### src/hw/fcs_pkg.sv
// Package for the flash command sequencer: offsets, command codes, timing.
// Assumes a 16-bit command offset within the flash window and 32-bit data.
package fcs_pkg;
    // ------------------------------------------------------------
    // Command offsets and codes
    // ------------------------------------------------------------
    localparam logic [15:0] FCS_UNLOCK1_ADDR = 16'haaa8;
    localparam logic [15:0] FCS_UNLOCK2_ADDR = 16'h5554;
    localparam logic [7:0] FCS_RESET_LOW = 8'h00;
    localparam logic [7:0] FCS_UNLOCK1_DATA = 8'haa;
    localparam logic [7:0] FCS_UNLOCK2_DATA = 8'h55;
    localparam logic [7:0] FCS_CMD_RESET = 8'hf0;
    localparam logic [7:0] FCS_CMD_PROGRAM = 8'ha0;
    localparam logic [7:0] FCS_CMD_ERASE = 8'h80;
    localparam logic [7:0] FCS_CMD_PROTECT = 8'h9a;
    localparam logic [7:0] FCS_CMD_VERIFY = 8'h90;
    localparam logic [7:0] FCS_CMD_CHIP = 8'h10;
    localparam logic [7:0] FCS_CMD_BLOCK = 8'h30;
    localparam logic [7:0] FCS_CMD_LOCK = 8'h70;
    localparam logic [7:0] FCS_SEC_KEY = 8'hc9;
    // ------------------------------------------------------------
    // Device registers
    // ------------------------------------------------------------
    localparam logic [15:0] FCS_SEC_OFFSET = 16'h016b;
    localparam logic [15:0] FCS_STATUS_OFFSET = 16'h016e;
    localparam logic [7:0] FCS_SEC_RESET = 8'h00;
    localparam int FCS_RB_BIT = 2;
    // ------------------------------------------------------------
    // Controller registers on AHB-Lite
    // ------------------------------------------------------------
    localparam logic [7:0] FCS_R_ADDR = 8'h00;
    localparam logic [7:0] FCS_R_WDATA = 8'h04;
    localparam logic [7:0] FCS_R_CTRL = 8'h08;
    localparam logic [7:0] FCS_R_RDATA = 8'h0c;
    localparam logic [7:0] FCS_R_STAT = 8'h10;
    localparam int FCS_CTRL_GO = 0;
    localparam int FCS_CTRL_WRITE = 1;
    localparam int FCS_CTRL_WORD = 2;
    localparam int FCS_STAT_BUSY = 0;
    // ------------------------------------------------------------
    // Timing
    // ------------------------------------------------------------
    localparam int FCS_CLK_MHZ = 100;
    localparam int FCS_GAP_NS = 20;
    localparam int FCS_GAP_CYC = (FCS_GAP_NS * FCS_CLK_MHZ + 999) / 1000;
    localparam int FCS_OP_NS = 1000;
    localparam int FCS_OP_CYC = FCS_OP_NS * FCS_CLK_MHZ / 1000;
    localparam int FCS_BLOCKS = 10;
endpackage

### src/hw/fcs_link_if.sv
// Interface joining the CPU-side controller and the flash sequencer.
// Assumes one clock; each access is a one-cycle strobe with its read reply registered for the next cycle.
`timescale 1ns/1ps
`default_nettype none
interface fcs_link_if;
    logic stb;
    logic we;
    logic word;
    logic [15:0] addr;
    logic [31:0] wdata;
    logic [31:0] rdata;
    modport dev (input stb, we, word, addr, wdata, output rdata);
    modport host (output stb, we, word, addr, wdata, input rdata);
endinterface
`default_nettype wire

### src/hw/fcs_op_timer.sv
// Down-counter that times one automatic operation.
// Assumes start is a one-cycle pulse; done pulses when the count expires.
`timescale 1ns/1ps
`default_nettype none
module fcs_op_timer #(
    parameter int CYCLES = 100
) (
    // Clock and reset
    input wire logic clk,
    input wire logic rst_b,
    input wire logic ce,
    // Control
    input wire logic start,
    input wire logic abort,
    output logic done
);
    logic [15:0] cnt;
    logic [15:0] next_cnt;

    // Done depends on the count alone, so a caller may restart from done.
    always_comb begin
        next_cnt = cnt;
        done = (cnt == 16'h0001);
        if (abort) begin
            next_cnt = '0;
        end else if (start) begin
            next_cnt = 16'(CYCLES);
        end else if (cnt != '0) begin
            next_cnt = cnt - 16'h0001;
        end
    end

    always_ff @(posedge clk or negedge rst_b) begin
        if (!rst_b) begin
            cnt <= '0;
        end else if (ce) begin
            cnt <= next_cnt;
        end
    end
endmodule
`default_nettype wire

### src/hw/fcs_device.sv
// Flash command sequencer: decodes unlock and command write cycles.
// Assumes the host keeps spacing and byte-wide command writes.
//
// Our own choice: the AHB-Lite interface to the registers.
`timescale 1ns/1ps
`default_nettype none
module fcs_device
    import fcs_pkg::*;
#(
    parameter int OP_CYCLES = FCS_OP_CYC,
    parameter int BLOCKS = FCS_BLOCKS
) (
    // Clock and reset
    input wire logic clk,
    input wire logic rst_b,
    input wire logic ce,
    // Link to the controller
    fcs_link_if.dev link,
    // Flash array status
    input wire logic op_fail,
    output logic [2:0] op_phase
);
    typedef enum logic [3:0] {
        FCS_READ, FCS_U1, FCS_U2, FCS_PROG, FCS_E4, FCS_E5, FCS_P4, FCS_P5,
        FCS_VERIFY, FCS_BUSY, FCS_FAILED
    } fcs_state_t;

    typedef enum logic [2:0] {
        FCS_OP_NONE, FCS_OP_PROG, FCS_OP_ERASE, FCS_OP_PROTECT,
        FCS_OP_UNPROT, FCS_OP_WIPE, FCS_OP_BLANK
    } fcs_op_t;

    fcs_state_t state, next_state;
    fcs_op_t op, next_op;
    logic ready_busy_flag, next_ready_busy_flag;
    logic [7:0] chip_erase_security_enable, next_sec;
    logic [BLOCKS-1:0] lock, next_lock;
    logic [3:0] blk, next_blk;
    logic [31:0] rdata, next_rdata;
    logic start, abort, done;
    logic wr, rd;
    logic [7:0] d;
    logic [3:0] blk_of;

    assign wr = link.stb && link.we;
    assign rd = link.stb && !link.we;
    assign d = link.wdata[7:0];
    assign blk_of = 4'(link.addr[15:12] % 4'(BLOCKS));
    assign link.rdata = rdata;
    assign op_phase = op;

    fcs_op_timer #(.CYCLES(OP_CYCLES)) u_timer (
        .clk(clk),
        .rst_b(rst_b),
        .ce(ce),
        .start(start),
        .abort(abort),
        .done(done)
    );

    // ------------------------------------------------------------
    // Command decoder
    // ------------------------------------------------------------
    always_comb begin
        next_state = state;
        next_op = op;
        next_ready_busy_flag = ready_busy_flag;
        next_sec = chip_erase_security_enable;
        next_lock = lock;
        next_blk = blk;
        start = 1'b0;
        abort = 1'b0;
        if (state == FCS_BUSY) begin
            // Writes fall through unheard here.
            if (done && op_fail) begin
                next_state = FCS_FAILED;
            end else if (done) begin
                unique case (op)
                    FCS_OP_UNPROT: begin
                        next_lock = '0;
                        next_op = FCS_OP_WIPE;
                        start = 1'b1;
                    end
                    FCS_OP_WIPE: begin
                        next_op = FCS_OP_BLANK;
                        start = 1'b1;
                    end
                    FCS_OP_PROTECT: begin
                        next_lock[blk] = 1'b1;
                        next_op = FCS_OP_NONE;
                    end
                    default: begin
                        next_op = FCS_OP_NONE;
                    end
                endcase
                if (op != FCS_OP_UNPROT && op != FCS_OP_WIPE) begin
                    next_state = FCS_READ;
                    next_ready_busy_flag = 1'b1;
                end
            end
        end else if (state == FCS_FAILED) begin
            next_ready_busy_flag = 1'b0;
            if (wr && d == FCS_CMD_RESET && link.addr[7:0] == FCS_RESET_LOW) begin
                next_state = FCS_READ;
                next_op = FCS_OP_NONE;
                next_ready_busy_flag = 1'b1;
            end
        end else if (wr) begin
            next_state = FCS_READ;
            unique case (state)
                FCS_READ, FCS_VERIFY: begin
                    if (link.addr == FCS_UNLOCK1_ADDR && d == FCS_UNLOCK1_DATA) begin
                        next_state = FCS_U1;
                    end else if (state == FCS_VERIFY && !(d == FCS_CMD_RESET
                            && link.addr[7:0] == FCS_RESET_LOW)) begin
                        next_state = FCS_VERIFY;
                    end
                end
                FCS_U1: begin
                    if (link.addr == FCS_UNLOCK2_ADDR && d == FCS_UNLOCK2_DATA) begin
                        next_state = FCS_U2;
                    end
                end
                FCS_U2: begin
                    if (link.addr == FCS_UNLOCK1_ADDR) begin
                        unique case (d)
                            FCS_CMD_PROGRAM: next_state = FCS_PROG;
                            FCS_CMD_ERASE: next_state = FCS_E4;
                            FCS_CMD_PROTECT: next_state = FCS_P4;
                            FCS_CMD_VERIFY: next_state = FCS_VERIFY;
                            default: next_state = FCS_READ;
                        endcase
                    end
                end
                FCS_PROG: begin
                    if (link.word && link.addr == FCS_SEC_OFFSET) begin
                        next_sec = d;
                    end else if (link.word && link.addr[1:0] == 2'b00) begin
                        next_state = FCS_BUSY;
                        next_op = FCS_OP_PROG;
                        next_ready_busy_flag = 1'b0;
                        start = 1'b1;
                    end
                end
                FCS_E4, FCS_P4: begin
                    if (link.addr == FCS_UNLOCK1_ADDR && d == FCS_UNLOCK1_DATA) begin
                        next_state = (state == FCS_E4) ? FCS_E5 : FCS_P5;
                    end
                end
                FCS_E5, FCS_P5: begin
                    if (link.addr == FCS_UNLOCK2_ADDR && d == FCS_UNLOCK2_DATA) begin
                        next_state = (state == FCS_E5) ? FCS_E5 : FCS_P5;
                        next_blk = 4'hf;
                    end
                end
                default: begin
                    next_state = FCS_READ;
                end
            endcase
            // Sixth cycle, entered once the second unlock pair was seen.
            if ((state == FCS_E5 || state == FCS_P5) && blk == 4'hf) begin
                next_state = FCS_READ;
                next_blk = blk_of;
                if (state == FCS_E5 && d == FCS_CMD_CHIP
                        && link.addr == FCS_UNLOCK1_ADDR) begin
                    if (chip_erase_security_enable == FCS_SEC_KEY) begin
                        next_op = FCS_OP_UNPROT;
                    end else begin
                        next_op = FCS_OP_ERASE;
                    end
                    next_state = FCS_BUSY;
                end else if (state == FCS_E5 && d == FCS_CMD_BLOCK) begin
                    next_op = FCS_OP_ERASE;
                    next_state = FCS_BUSY;
                end else if (state == FCS_P5 && d == FCS_CMD_LOCK) begin
                    next_op = FCS_OP_PROTECT;
                    next_state = FCS_BUSY;
                end
                if (next_state == FCS_BUSY) begin
                    next_ready_busy_flag = 1'b0;
                    start = 1'b1;
                end
            end
        end
    end

    // ------------------------------------------------------------
    // Read path
    // ------------------------------------------------------------
    always_comb begin
        next_rdata = rdata;
        if (rd) begin
            next_rdata = '0;
            if (link.addr == FCS_STATUS_OFFSET) begin
                next_rdata[FCS_RB_BIT] = ready_busy_flag;
            end else if (link.addr == FCS_SEC_OFFSET) begin
                next_rdata[7:0] = chip_erase_security_enable;
            end else if (state == FCS_VERIFY && link.addr[6] == 1'b0
                    && link.addr[4:0] == 5'h10) begin
                next_rdata[0] = lock[blk_of];
            end
        end
    end

    always_ff @(posedge clk or negedge rst_b) begin
        if (!rst_b) begin
            state <= FCS_READ;
            op <= FCS_OP_NONE;
            ready_busy_flag <= 1'b1;
            chip_erase_security_enable <= FCS_SEC_RESET;
            lock <= '0;
            blk <= '0;
            rdata <= '0;
        end else if (ce) begin
            state <= next_state;
            op <= next_op;
            ready_busy_flag <= next_ready_busy_flag;
            chip_erase_security_enable <= next_sec;
            lock <= next_lock;
            blk <= next_blk;
            rdata <= next_rdata;
        end
    end
endmodule
`default_nettype wire

### src/flat_wrapper.sv
// flat-port wrapper written by rule: the top's interface ports become plain ports
module fcs_device_flat import fcs_pkg::*;
#(
    parameter int OP_CYCLES = FCS_OP_CYC,
    parameter int BLOCKS = FCS_BLOCKS
)
  (clk, rst_b, ce, op_fail, op_phase, link_stb, link_we, link_word, link_addr, link_wdata, link_rdata);
  fcs_link_if link_i ();
  input wire logic clk;
  input wire logic rst_b;
  input wire logic ce;
  input wire logic op_fail;
  output logic [2:0] op_phase;
  input wire logic [$bits(link_i.stb)-1:0] link_stb;
  input wire logic [$bits(link_i.we)-1:0] link_we;
  input wire logic [$bits(link_i.word)-1:0] link_word;
  input wire logic [$bits(link_i.addr)-1:0] link_addr;
  input wire logic [$bits(link_i.wdata)-1:0] link_wdata;
  output wire logic [$bits(link_i.rdata)-1:0] link_rdata;
  assign link_i.stb = link_stb;
  assign link_i.we = link_we;
  assign link_i.word = link_word;
  assign link_i.addr = link_addr;
  assign link_i.wdata = link_wdata;
  assign link_rdata = link_i.rdata;
  fcs_device #(.OP_CYCLES(OP_CYCLES), .BLOCKS(BLOCKS)) u_core (.clk(clk), .rst_b(rst_b), .ce(ce), .link(link_i), .op_fail(op_fail), .op_phase(op_phase));
endmodule
### config.mk
export PLATFORM = sky130hd
export DESIGN_NAME = fcs_device_flat
export DESIGN_NICKNAME = d
export VERILOG_FILES = /design/src/hw/fcs_pkg.sv /design/src/hw/fcs_link_if.sv /design/src/hw/fcs_op_timer.sv /design/src/hw/fcs_device.sv /design/src/flat_wrapper.sv
export SDC_FILE = /design/constraint.sdc
export NUM_CORES = 1
export LEC_CHECK = 0
export ABC_AREA = 1
export BUFFER_PORTS_ARGS = -buffer_cell sky130_fd_sc_hd__buf_2
export CORE_MARGIN = 2
export CORE_UTILIZATION = 30
export DETAILED_ROUTE_END_ITERATION = 12
export PLACE_DENSITY = 0.47
export SLEW_MARGIN = 20
export SYNTH_ARGS = -nofsm -noshare
export SYNTH_HDL_FRONTEND = slang
export SYNTH_SLANG_ARGS = --single-unit
### constraint.sdc
create_clock -name clk -period 1.97 [get_ports clk]
set_clock_uncertainty 0.05 [all_clocks]
set_input_delay 0.2955 -clock clk [delete_from_list [all_inputs] [get_ports clk]]
set_output_delay 0.2955 -clock clk [all_outputs]
set_load 0.005 [all_outputs]
==> results.cfg, run 1 <==
[critical_path]
cp_common_cell = nand2_1
required_ns = 2.11
crit_fanout = 6
end_kind = register
ff2ff_setup_slack_ns = 0.11
max_stage_delay_ns = 0.44
crit_type = register to register
crit_buf_inv = 1
crit_path_start_kind = register
path_cells = inv_2 -> nand2_4 -> nor2_4 -> nand2_1 -> nor2_2 -> nand2_1 -> nand2_1 -> nand2_1 -> nand2_1 -> nand2_1 -> nand3_2 -> nand2_4 -> nand2_1 -> nand2_1
cpMaxStageDelayCell = dfrtp_1
cp.arrival_ns = 2.00
crit_family = simple AND/OR/NAND/NOR gates

[synth]
synth_adder_area_share_pct = 1.249
synth.yosys.seq_area_share_pct = 33.75
yosys_warnings = 0
synth_top_family_by_area = simple AND/OR/NAND/NOR gates
synth_cell_type_count = 37
synth_simple_gate_area_share_pct = 38.43
syn_inst = 611
synth_xor_area_share_pct = 2.404
syn_area_sq_um = 4008
synth_area_per_cell_sq_um = 6.559
synthMuxAreaShare_pct = 0
synth_compound_area_share_pct = 9.491
ys_seq_elements = 54

[drt]
drt-total-wl_microns = 11390
drt_iter0_markers = 270
via_per_inst = 4.547
route.met2.wl_microns = 5224
drc = 0
dr_wl_met3_microns = 456
met1_length_microns = 5573
vias = 4033
drtPass1Iterations = 5
top_layer = met4
drtAntennaViolNets = 0
wl_per_cell_microns = 12.84

[place]
port_buffers = 41
place_ws_ns = -0.03252
place_inst = 874
gp_congestion = 0.8828
place.detailed.hpwl_microns = 9073

[die]
initial_core_util_pct = 30.50
die_h_microns = 119.6
ios = 90
placementRows = 42
core_area_sq_um = 13140
die-area_sq_um = 14300
die_width_microns = 119.6

[cells_and_area]
syn2layout_area_growth_pct = 25.01
drive_gt1_share_pct = 22.93
instances_no_fill = 887
final_nets = 770
antenna_cells = 0
fillers = 1434

[power_and_ir_drop]
powerDensity_nw_per_um2 = 678.5
ir_worst_vdd_uv = 335.8
p_total_mw = 3.399
leakagePower_nw = 2.582

[grt]
grt_usage_pct = 16.65
grt_pass1_wl_microns = 18840
grt_max_degree = 28
antenna_found_initial = 0
grt-ovfl-total = 0
first_global_vias = 3850

[sta]
finalCriticalPeriod_ns = 1.857
finalWorstSetupSlack_ns = 0.1128
worstMarginPinSlew_ns = 0.7128
finalSetupViolCount = 0
post-route-period-util_pct = 94.28
relSlewSlack_pct = 51.97
maxSlewViolCount = 0
hold_ws_ns = 0.2358
fmax_ghz = 0.5384
hold_viol = 0

[clock_tree]
htree_levels = 2
numCtsBuffers = 5
insertion_delay_ns = 0.30
tritoncts = built
clkSinkCount = 54
clockRootBuffer = clkbuf_16
cts.path.max_buffers = 2
clk_pin_slew_ns = 0.07

[status]
outcome = finished clean

[min_path]
hold_class = input pin to register

[flow_run]
cap_viol_max_count = 0
worst reg2reg max path, cell delays in order, from the launching register on:
cell and delay (ns):
dfrtp_1 0.44, inv_2 0.10, nand2_4 0.07, nor2_4 0.14
nand2_1 0.07, nor2_2 0.15, nand2_1 0.10, nand2_1 0.09
nand2_1 0.06, nand2_1 0.08, nand2_1 0.09, nand3_2 0.09
nand2_4 0.08, nand2_1 0.08, nand2_1 0.05
final timing paths:
kind,endpoint,startpoint,depth (start not counted)
max,u_core.u_timer.cnt[13]$_DFFE_PN0P_,u_core.state[3]$_DFFE_PN0P_,14
min,u_core.chip_erase_security_enable[4]$_DFFE_PN0P_,link_wdata[4],3
max reg2reg,u_core.u_timer.cnt[13]$_DFFE_PN0P_,u_core.state[3]$_DFFE_PN0P_,14
min reg2reg,u_core.ready_busy_flag$_DFFE_PN1P_,u_core.ready_busy_flag$_DFFE_PN1P_,2
max in group asynchronous,u_core.ready_busy_flag$_DFFE_PN1P_,rst_b,3
min in group asynchronous,u_core.blk[0]$_DFFE_PN0P_,rst_b,2
cell usage in the layout (no fill, tap or decap), types with 2 or more instances in the layout:
cell type and count:
nand2_1 154, inv_1 89, nor2_1 70, buf_4 56, dfrtp_1 50, buf_2 41
nand3_1 38, o21ai_0 32, conb_1 24, nand4_1 23, nor3_1 17, a21oi_1 15
nor2_2 9, nand2_2 9, xor2_1 8, o21ai_2 8, inv_2 7, nor2_4 6
clkbuf_16 5, nand2_4 4, nor4_1 4, a22oi_1 4, ha_1 4, nand3_2 3
xnor2_1 3, dfrtp_2 3, nand4_2 2, nor3_2 2, a31oi_1 2, o21ai_1 2
or2_2 2, buf_12 2
cell usage after synthesis:
library cell  number  area [sq um]
nand4_1           23         143.9
a31oi_1            2         12.51
or2_0              1         6.260
and3_1             1         6.260
nor3b_1            1         7.510
nand2_2            5         31.28
inv_1             91         341.6
o22ai_1            1         6.260
a21oi_1           15         75.07
buf_4             24         180.2
or3_1              1         6.260
o21ai_2            8         70.07
inv_2              5         18.77
buf_6              2         22.52
nor2_2             4         25.02
buf_2              2         10.01
dfstp_2            1         26.28
xnor2_1            3         26.28
clkbuf_1           3         11.26
nand4_2            2         25.02
nor3_1            17         85.08
xor2_1             8         70.07
o211ai_1           1         7.510
nor4_1             4         25.02
ha_1               4         50.05
o21ai_0           34         170.2
o2111ai_1          1         8.760
dfrtp_1           53          1326
nor3_2             2         20.02
or2_2              2         12.51
conb_1             1         3.750
or2_1              1         6.260
nor2_4             3         33.78
nand2_1          162         608.1
a22oi_1            4         30.03
nor2_1            78         292.8
nand3_1           41         205.2
registers in the layout, indices dropped and copies added, names as in the netlist:
signal                             flops
u_core.lock                           10
u_core.link.rdata                      8
u_core.state                           4
u_core.blk                             4
u_core.ready_busy_flag                 1
u_core.op_phase                        3
u_core.u_timer.cnt                    16
u_core.chip_erase_security_enable      8
where the power goes:
part	leakage, nW	switching, mW	internal, mW
Combinational	1.85	0.631	0.496
Sequential	0.668	0.126	1.27
Clock	0.0629	0.414	0.466
stage by stage:
stage,setup TNS [ns],area [sq um],utilization [%]
finish,0,5010,38.13
global placement,0,4726,35.97
detailed placement,-0.1218,4726,35.97
CTS,0,4882,37.16
global route,-0.04698,5010,38.13
floorplan,0,4094,-
metal layers:
| metal | global-route usage (%) | up-vias |
|---|---|---|
| met5 | 0 | - |
| met4 | 4.559 | 0 |
| met3 | 3.042 | 8 |
| met2 | 26.68 | 76 |
| met1 | 23.06 | 1852 |
| li1 | - | 2097 |
cell families (layout without fill, tap and decap cells):
group / after synthesis / count (layout)
other: 1 / 24
xor gates and xnor gates: 11 / 11
and+or+nand+nor: 348 / 348
DFF: 54 / 54
adders and majority gates: 4 / 4
AOI/OAI and AO/OA: 66 / 66
buffers and inverters: 127 / 204
what timing repair did:
| item | in CTS | in global routing |
|---|---|---|
| pin swaps | 0 | 8 |
| gates resized for setup | 4 | 32 |
| setup endpoints to repair | 17 | 34 |
| setup buffers | 0 | 5 |
| hold endpoints to repair | 9 | 0 |
| hold buffers | 1 | 0 |
final cells by class:
class | count | area, sq um | share of cell area, %
clock inverters | 1 | 7.507 | 0.1499
flip-flops and latches | 54 | 1356 | 27.07
inverters | 96 | 360.3 | 7.193
multi-input cells | 453 | 2250 | 44.91
clock buffers | 6 | 128.9 | 2.572
well taps | 176 | 220.2 | 4.396
repair buffers | 101 | 686.9 | 13.71
Note: power is estimated with default switching activity, not from simulation.
==> inputs of run 2 (changes only) <==
MAX_ROUTING_LAYER = met4   (was default)
==> run 2 against run 1 <==
Design area up 0.22%. Final cell count is 0.23% higher. Non-clock buffer count is 1 higher. Flip-flop and latch count is the same. Power increased by 0.77%. Largest cell class unchanged. Routed wire length is 0.40% higher. Global-route usage is 0.51 points higher. Fmax decreased by 2.6%.
==> results.cfg, run 2 (synthesis results as in run 1) <==
[drt]
drt_iter0_markers = 199
via_per_inst = 4.593
wl_per_cell_microns = 12.86
drtAntennaViolNets = 0
vias = 4083
drt-total-wl_microns = 11440
drtPass1Iterations = 4
drc = 0

[cells_and_area]
syn2layout_area_growth_pct = 25.29
largest-register = u_core.u_timer.cnt
fillers = 1444
instances_no_fill = 889
drive_gt1_share_pct = 23.28
final_cell_mix = 153 x nand2_1, 89 x inv_1, 70 x nor2_1
largest_register_ff_count = 16
mostFrequentLayoutCell = nand2_1
final_nets = 771
reg.largest.list = u_core.u_timer.cnt x16, u_core.lock x10
final_area_sq_um = 5021
antenna_cells = 0

[place]
place.detailed.hpwl_microns = 9059
place_inst = 873
gp_congestion = 0.8633
place_ws_ns = -0.03867
placed_cell_area_sq_um = 4718
port_buffers = 41

[sta]
worstMarginPinSlew_ns = 0.7996
maxSlewViolCount = 0
relSlewSlack_pct = 46.13
rsz0062_at_grt = true
hold_viol = 0
hold_ws_ns = 0.2315
finalCriticalPeriod_ns = 1.906
finalSetupViolCount = 0
fmax_ghz = 0.5245
post-route-period-util_pct = 96.77
finalWorstSetupSlack_ns = 0.06355
tns_ns = 0

[critical_path]
crit_path_start_kind = register
crit_fanout = 16
cpMaxStageDelayCell = or3_4
max_stage_delay_ns = 0.45
required_ns = 2.13
crit_type = register to register
ff2ff_setup_slack_ns = 0.06
cp_common_cell = buf_4
path_cells = buf_4 -> buf_4 -> nor2_1 -> nand4_1 -> or3_4 -> buf_12 -> nand2_1 -> o21ai_2
cp.arrival_ns = 2.06
crit_family = simple AND/OR/NAND/NOR gates
crit_buf_inv = 3
end_kind = register

[power_and_ir_drop]
leakagePower_nw = 2.595
powerDensity_nw_per_um2 = 682.1
ir_worst_vdd_uv = 337.0

[flow_run]
cap_viol_max_count = 0

[clock_tree]
cts.path.max_buffers = 2
insertion_delay_ns = 0.31
clkSinkCount = 54
htree_levels = 2
numCtsBuffers = 5
clk_pin_slew_ns = 0.07
clockRootBuffer = clkbuf_16
tritoncts = built

[die]
die_h_microns = 119.6
die_width_microns = 119.6
initial_core_util_pct = 30.50
placementRows = 42
die-area_sq_um = 14300
core_area_sq_um = 13140
ios = 90

[grt]
first_global_vias = 3876
grt-ovfl-total = 0
grt_usage_pct = 17.16
antenna_found_initial = 0
grt_pass1_wl_microns = 18930
grt_max_degree = 55

[min_path]
hold_class = input pin to register

[status]
outcome = finished clean
## run 2: worst paths after layout
| path | start | endpoint | depth (start not counted) |
|---|---|---|---|
| worst min-delay path | link_wdata[4] | u_core.chip_erase_security_enable[4]$_DFFE_PN0P_ | 3 |
| max in group asynchronous | rst_b | u_core.ready_busy_flag$_DFFE_PN1P_ | 3 |
| worst max-delay path | u_core.state[3]$_DFFE_PN0P_ | u_core.chip_erase_security_enable[1]$_DFFE_PN0P_ | 8 |
| min in group asynchronous | rst_b | u_core.link.rdata[0]$_DFFE_PN0P_ | 3 |
| worst min register to register | u_core.ready_busy_flag$_DFFE_PN1P_ | u_core.ready_busy_flag$_DFFE_PN1P_ | 2 |
| worst max register to register | u_core.state[3]$_DFFE_PN0P_ | u_core.chip_erase_security_enable[1]$_DFFE_PN0P_ | 8 |
## run 2: where the power goes
part / switching, mW / internal, mW / total [mW]
registers: 0.124 / 1.27 / 1.39
clock network: 0.451 / 0.474 / 0.925
logic: 0.627 / 0.483 / 1.11
## run 2: timing repair
item,in CTS,in global routing
endpoints found under the setup margin,22,34
buffers inserted,0,7
hold buffers,1,0
hold endpoints to repair,53,0
pin swaps,0,9
resized for setup,5,30
gates cloned,0,0
## run 2: stage by stage
step	total power, mW	utilization (%)
after floorplan	2.034	-
after global placement	2.432	35.91
after detailed placement	2.453	35.91
after CTS	3.406	37.15
after global routing	3.666	38.22
final	3.425	38.22
## run 2: worst min-delay path: cells and delay by family
kind            cells  cell delay, ns
compound gates      1            0.06
buf+inv             2            0.20
## run 2: layout make-up
class,instances,area (sq um),share of cell area (%)
clock buffer,6,128.9,2.567
clock inverter,2,13.76,0.2741
inverter,96,360.3,7.177
multi-input combinational,453,2247,44.75
sequential,54,1356,27.01
tap,176,220.2,4.386
timing repair buffer,102,694.4,13.83
## run 2: layer usage
layer,share of wire (%),global-route usage [%]
met5,0,-
met4,1.6,5.735
met3,3.6,2.757
met2,45,27.04
met1,49,22.57
==> inputs of run 3 (changes only) <==
--- a/config.mk
+++ b/config.mk
@@ -8,9 +8,12 @@
 export ABC_AREA = 1
 export BUFFER_PORTS_ARGS = -buffer_cell sky130_fd_sc_hd__buf_2
+export CAP_MARGIN = 25
+export CELL_PAD_IN_SITES_DETAIL_PLACEMENT = 0
+export CELL_PAD_IN_SITES_GLOBAL_PLACEMENT = 1
 export CORE_MARGIN = 2
 export CORE_UTILIZATION = 30
 export DETAILED_ROUTE_END_ITERATION = 12
 export MAX_ROUTING_LAYER = met4
-export PLACE_DENSITY = 0.47
+export PLACE_DENSITY = 0.64
 export SLEW_MARGIN = 20
 export SYNTH_ARGS = -nofsm -noshare
--- a/constraint.sdc
+++ b/constraint.sdc
@@ -3,3 +3,3 @@
 set_input_delay 0.2955 -clock clk [delete_from_list [all_inputs] [get_ports clk]]
 set_output_delay 0.2955 -clock clk [all_outputs]
-set_load 0.005 [all_outputs]
+set_load 0.1 [all_outputs]
==> run 3 against run 2 <==
Hold slack improved by 0.019 ns. Non-clock buffer count grew 16. Utilization grew 0.81 points. Power grew 7.9%. Via count is 0.59% higher. Global-route usage decreased by 0.18 points. Final cell count increased by 1.8%. Largest cell class unchanged. Critical path type unchanged. Design area up 2.1%. Count of clock-buffer cells in the layout is the same. First-iteration DRC count fell by 5.5%.
==> results.cfg, run 3 (synthesis results as in run 1) <==
[clock_tree]
clk_pin_slew_ns = 0.07
cts.path.max_buffers = 2
numCtsBuffers = 5
htree_levels = 2
clkSinkCount = 54
insertion_delay_ns = 0.30
tritoncts = built
clockRootBuffer = clkbuf_16

[grt]
grt_pass1_wl_microns = 18970
antenna_found_initial = 0
grt_usage_pct = 16.99
grt-ovfl-total = 0
grt_max_degree = 35
first_global_vias = 3920

[cells_and_area]
drive_gt1_share_pct = 24.69
final_area_sq_um = 5127
syn2layout_area_growth_pct = 27.94
largest_register_ff_count = 16
reg.largest.list = u_core.u_timer.cnt x16, u_core.lock x10
antenna_cells = 0
mostFrequentLayoutCell = nand2_1
fillers = 1460
final_cell_mix = 157 x nand2_1, 90 x inv_1, 74 x buf_4
final_nets = 787
largest-register = u_core.u_timer.cnt

[critical_path]
crit_path_start_kind = register
required_ns = 2.11
crit-reg2reg-launch = u_core.state[0]$_DFFE_PN0P_
crit_fanout = 16
crit_type = register to register
worstReg2RegEnd = u_core.chip_erase_security_enable[3]$_DFFE_PN0P_
r2r_cells = 9
end_kind = register
critPathLaunch = u_core.state[0]$_DFFE_PN0P_
ff2ff_setup_slack_ns = 0.08
cp.arrival_ns = 2.04

[sta]
worstMarginPinSlew_ns = 0.6476
maxSlewViolCount = 0
fmax_ghz = 0.5278
relSlewSlack_pct = 56.37
finalCriticalPeriod_ns = 1.895
hold_viol = 0
hold_ws_ns = 0.2504
finalSetupViolCount = 0
post-route-period-util_pct = 96.17

[place]
gp_congestion = 0.8498
place.detailed.hpwl_microns = 9072
placed_cell_area_sq_um = 4865
port_buffers = 41

[die]
core_area_sq_um = 13140
die-area_sq_um = 14300
placementRows = 42
ios = 90
die_h_microns = 119.6
die_width_microns = 119.6
initial_core_util_pct = 30.50

[min_path]
min_path_cells = 3
hp-start = link_wdata[7]
holdPathEnd = u_core.chip_erase_security_enable[7]$_DFFE_PN0P_
hold_class = input pin to register

[drt]
via_per_inst = 4.538
vias = 4107
drc = 0
wl_per_cell_microns = 12.32
drtPass1Iterations = 5
drtAntennaViolNets = 0
drt-total-wl_microns = 11150
drt_iter0_markers = 188

[status]
outcome = finished clean

[power_and_ir_drop]
powerDensity_nw_per_um2 = 720.5
swShare_pct = 39.58
ir_worst_vdd_uv = 319.0
p_comb_share_pct = 38.1
pwr-share-clk_pct = 24.2
p_switching_mw = 1.462
p_seq_share_pct = 37.7
leakagePower_nw = 2.665
p_int_mw = 2.232

[flow_run]
cap_viol_max_count = 0
## run 3: metal layers
layer / vias up / global-route usage [%] / routed length [microns] / share of wire, %
met5: - / - / 0 / 0
met4: 0 / 3.897 / 106 / 0.95
met3: 7 / 2.804 / 439 / 3.9
met2: 71 / 25.93 / 4988 / 45
met1: 1899 / 23.71 / 5614 / 50
li1: 2130 / - / - / -
## run 3: layout make-up
cell class              instances  area, sq um  area share, %
repair buffers                118        810.8          15.81
well taps                     176        220.2          4.295
inverters                      96        360.3          7.028
clock inverters                 2        13.76         0.2684
flip-flops and latches         54         1361          26.55
clock buffers                   6        128.9          2.513
multi-input cells             453         2232          43.53
## run 3: power groups by stage
stage	sequential, mW	combinational [mW]	clock [mW]
after detailed placement	1.41	1.35	0
after global placement	1.41	1.35	0
after CTS	1.39	1.36	0.943
final	1.39	1.41	0.896
after floorplan	1.52	0.825	0
after global routing	1.42	1.56	0.984
## run 3: worst max path at each step
stage / endpoint / slack (ns) / cells past startpoint
after global routing: u_core.u_timer.cnt[12]$_DFFE_PN0P_ / -0.04 / 14
after global placement: u_core.u_timer.cnt[11]$_DFFE_PN0P_ / -0.06 / 15
after floorplan: u_core.lock[2]$_DFFE_PN0P_ / 0.06 / 9
after CTS: u_core.u_timer.cnt[14]$_DFFE_PN0P_ / 0.003 / 14
after detailed placement: u_core.u_timer.cnt[14]$_DFFE_PN0P_ / -0.06 / 15
final: u_core.chip_erase_security_enable[3]$_DFFE_PN0P_ / 0.08 / 9
## run 3: worst max-delay path, cell delays in order, from the launching register on
cell and delay, ns:
dfrtp_2 0.46, nand2_2 0.16, nor2_4 0.06, buf_4 0.13, nor2_4 0.12, nand2_2 0.10, or3_1 0.40, buf_12 0.17
nand2_1 0.07, o21ai_2 0.05
## run 3: metrics by stage
stage	util [%]	setup TNS, ns	total power, mW	cells	worst slack, ns
2_1_floorplan	-	0	2.343	634	0.06091
3_3_place_gp	37.03	-0.3298	2.759	892	-0.05869
3_5_place_dp	37.03	-0.3496	2.764	892	-0.05861
4_1_cts	38.19	0	3.698	901	0.003330
5_1_grt	39.03	-0.1998	3.962	905	-0.03895
6_report	39.03	0	3.694	905	0.07538
## run 3: timing repair
action / CTS / global route
resized for setup: 0 / 27
endpoints found under the hold margin: 19 / 0
buffers inserted: 0 / 4
hold buffers: 1 / 0
endpoints found under the setup margin: 0 / 41
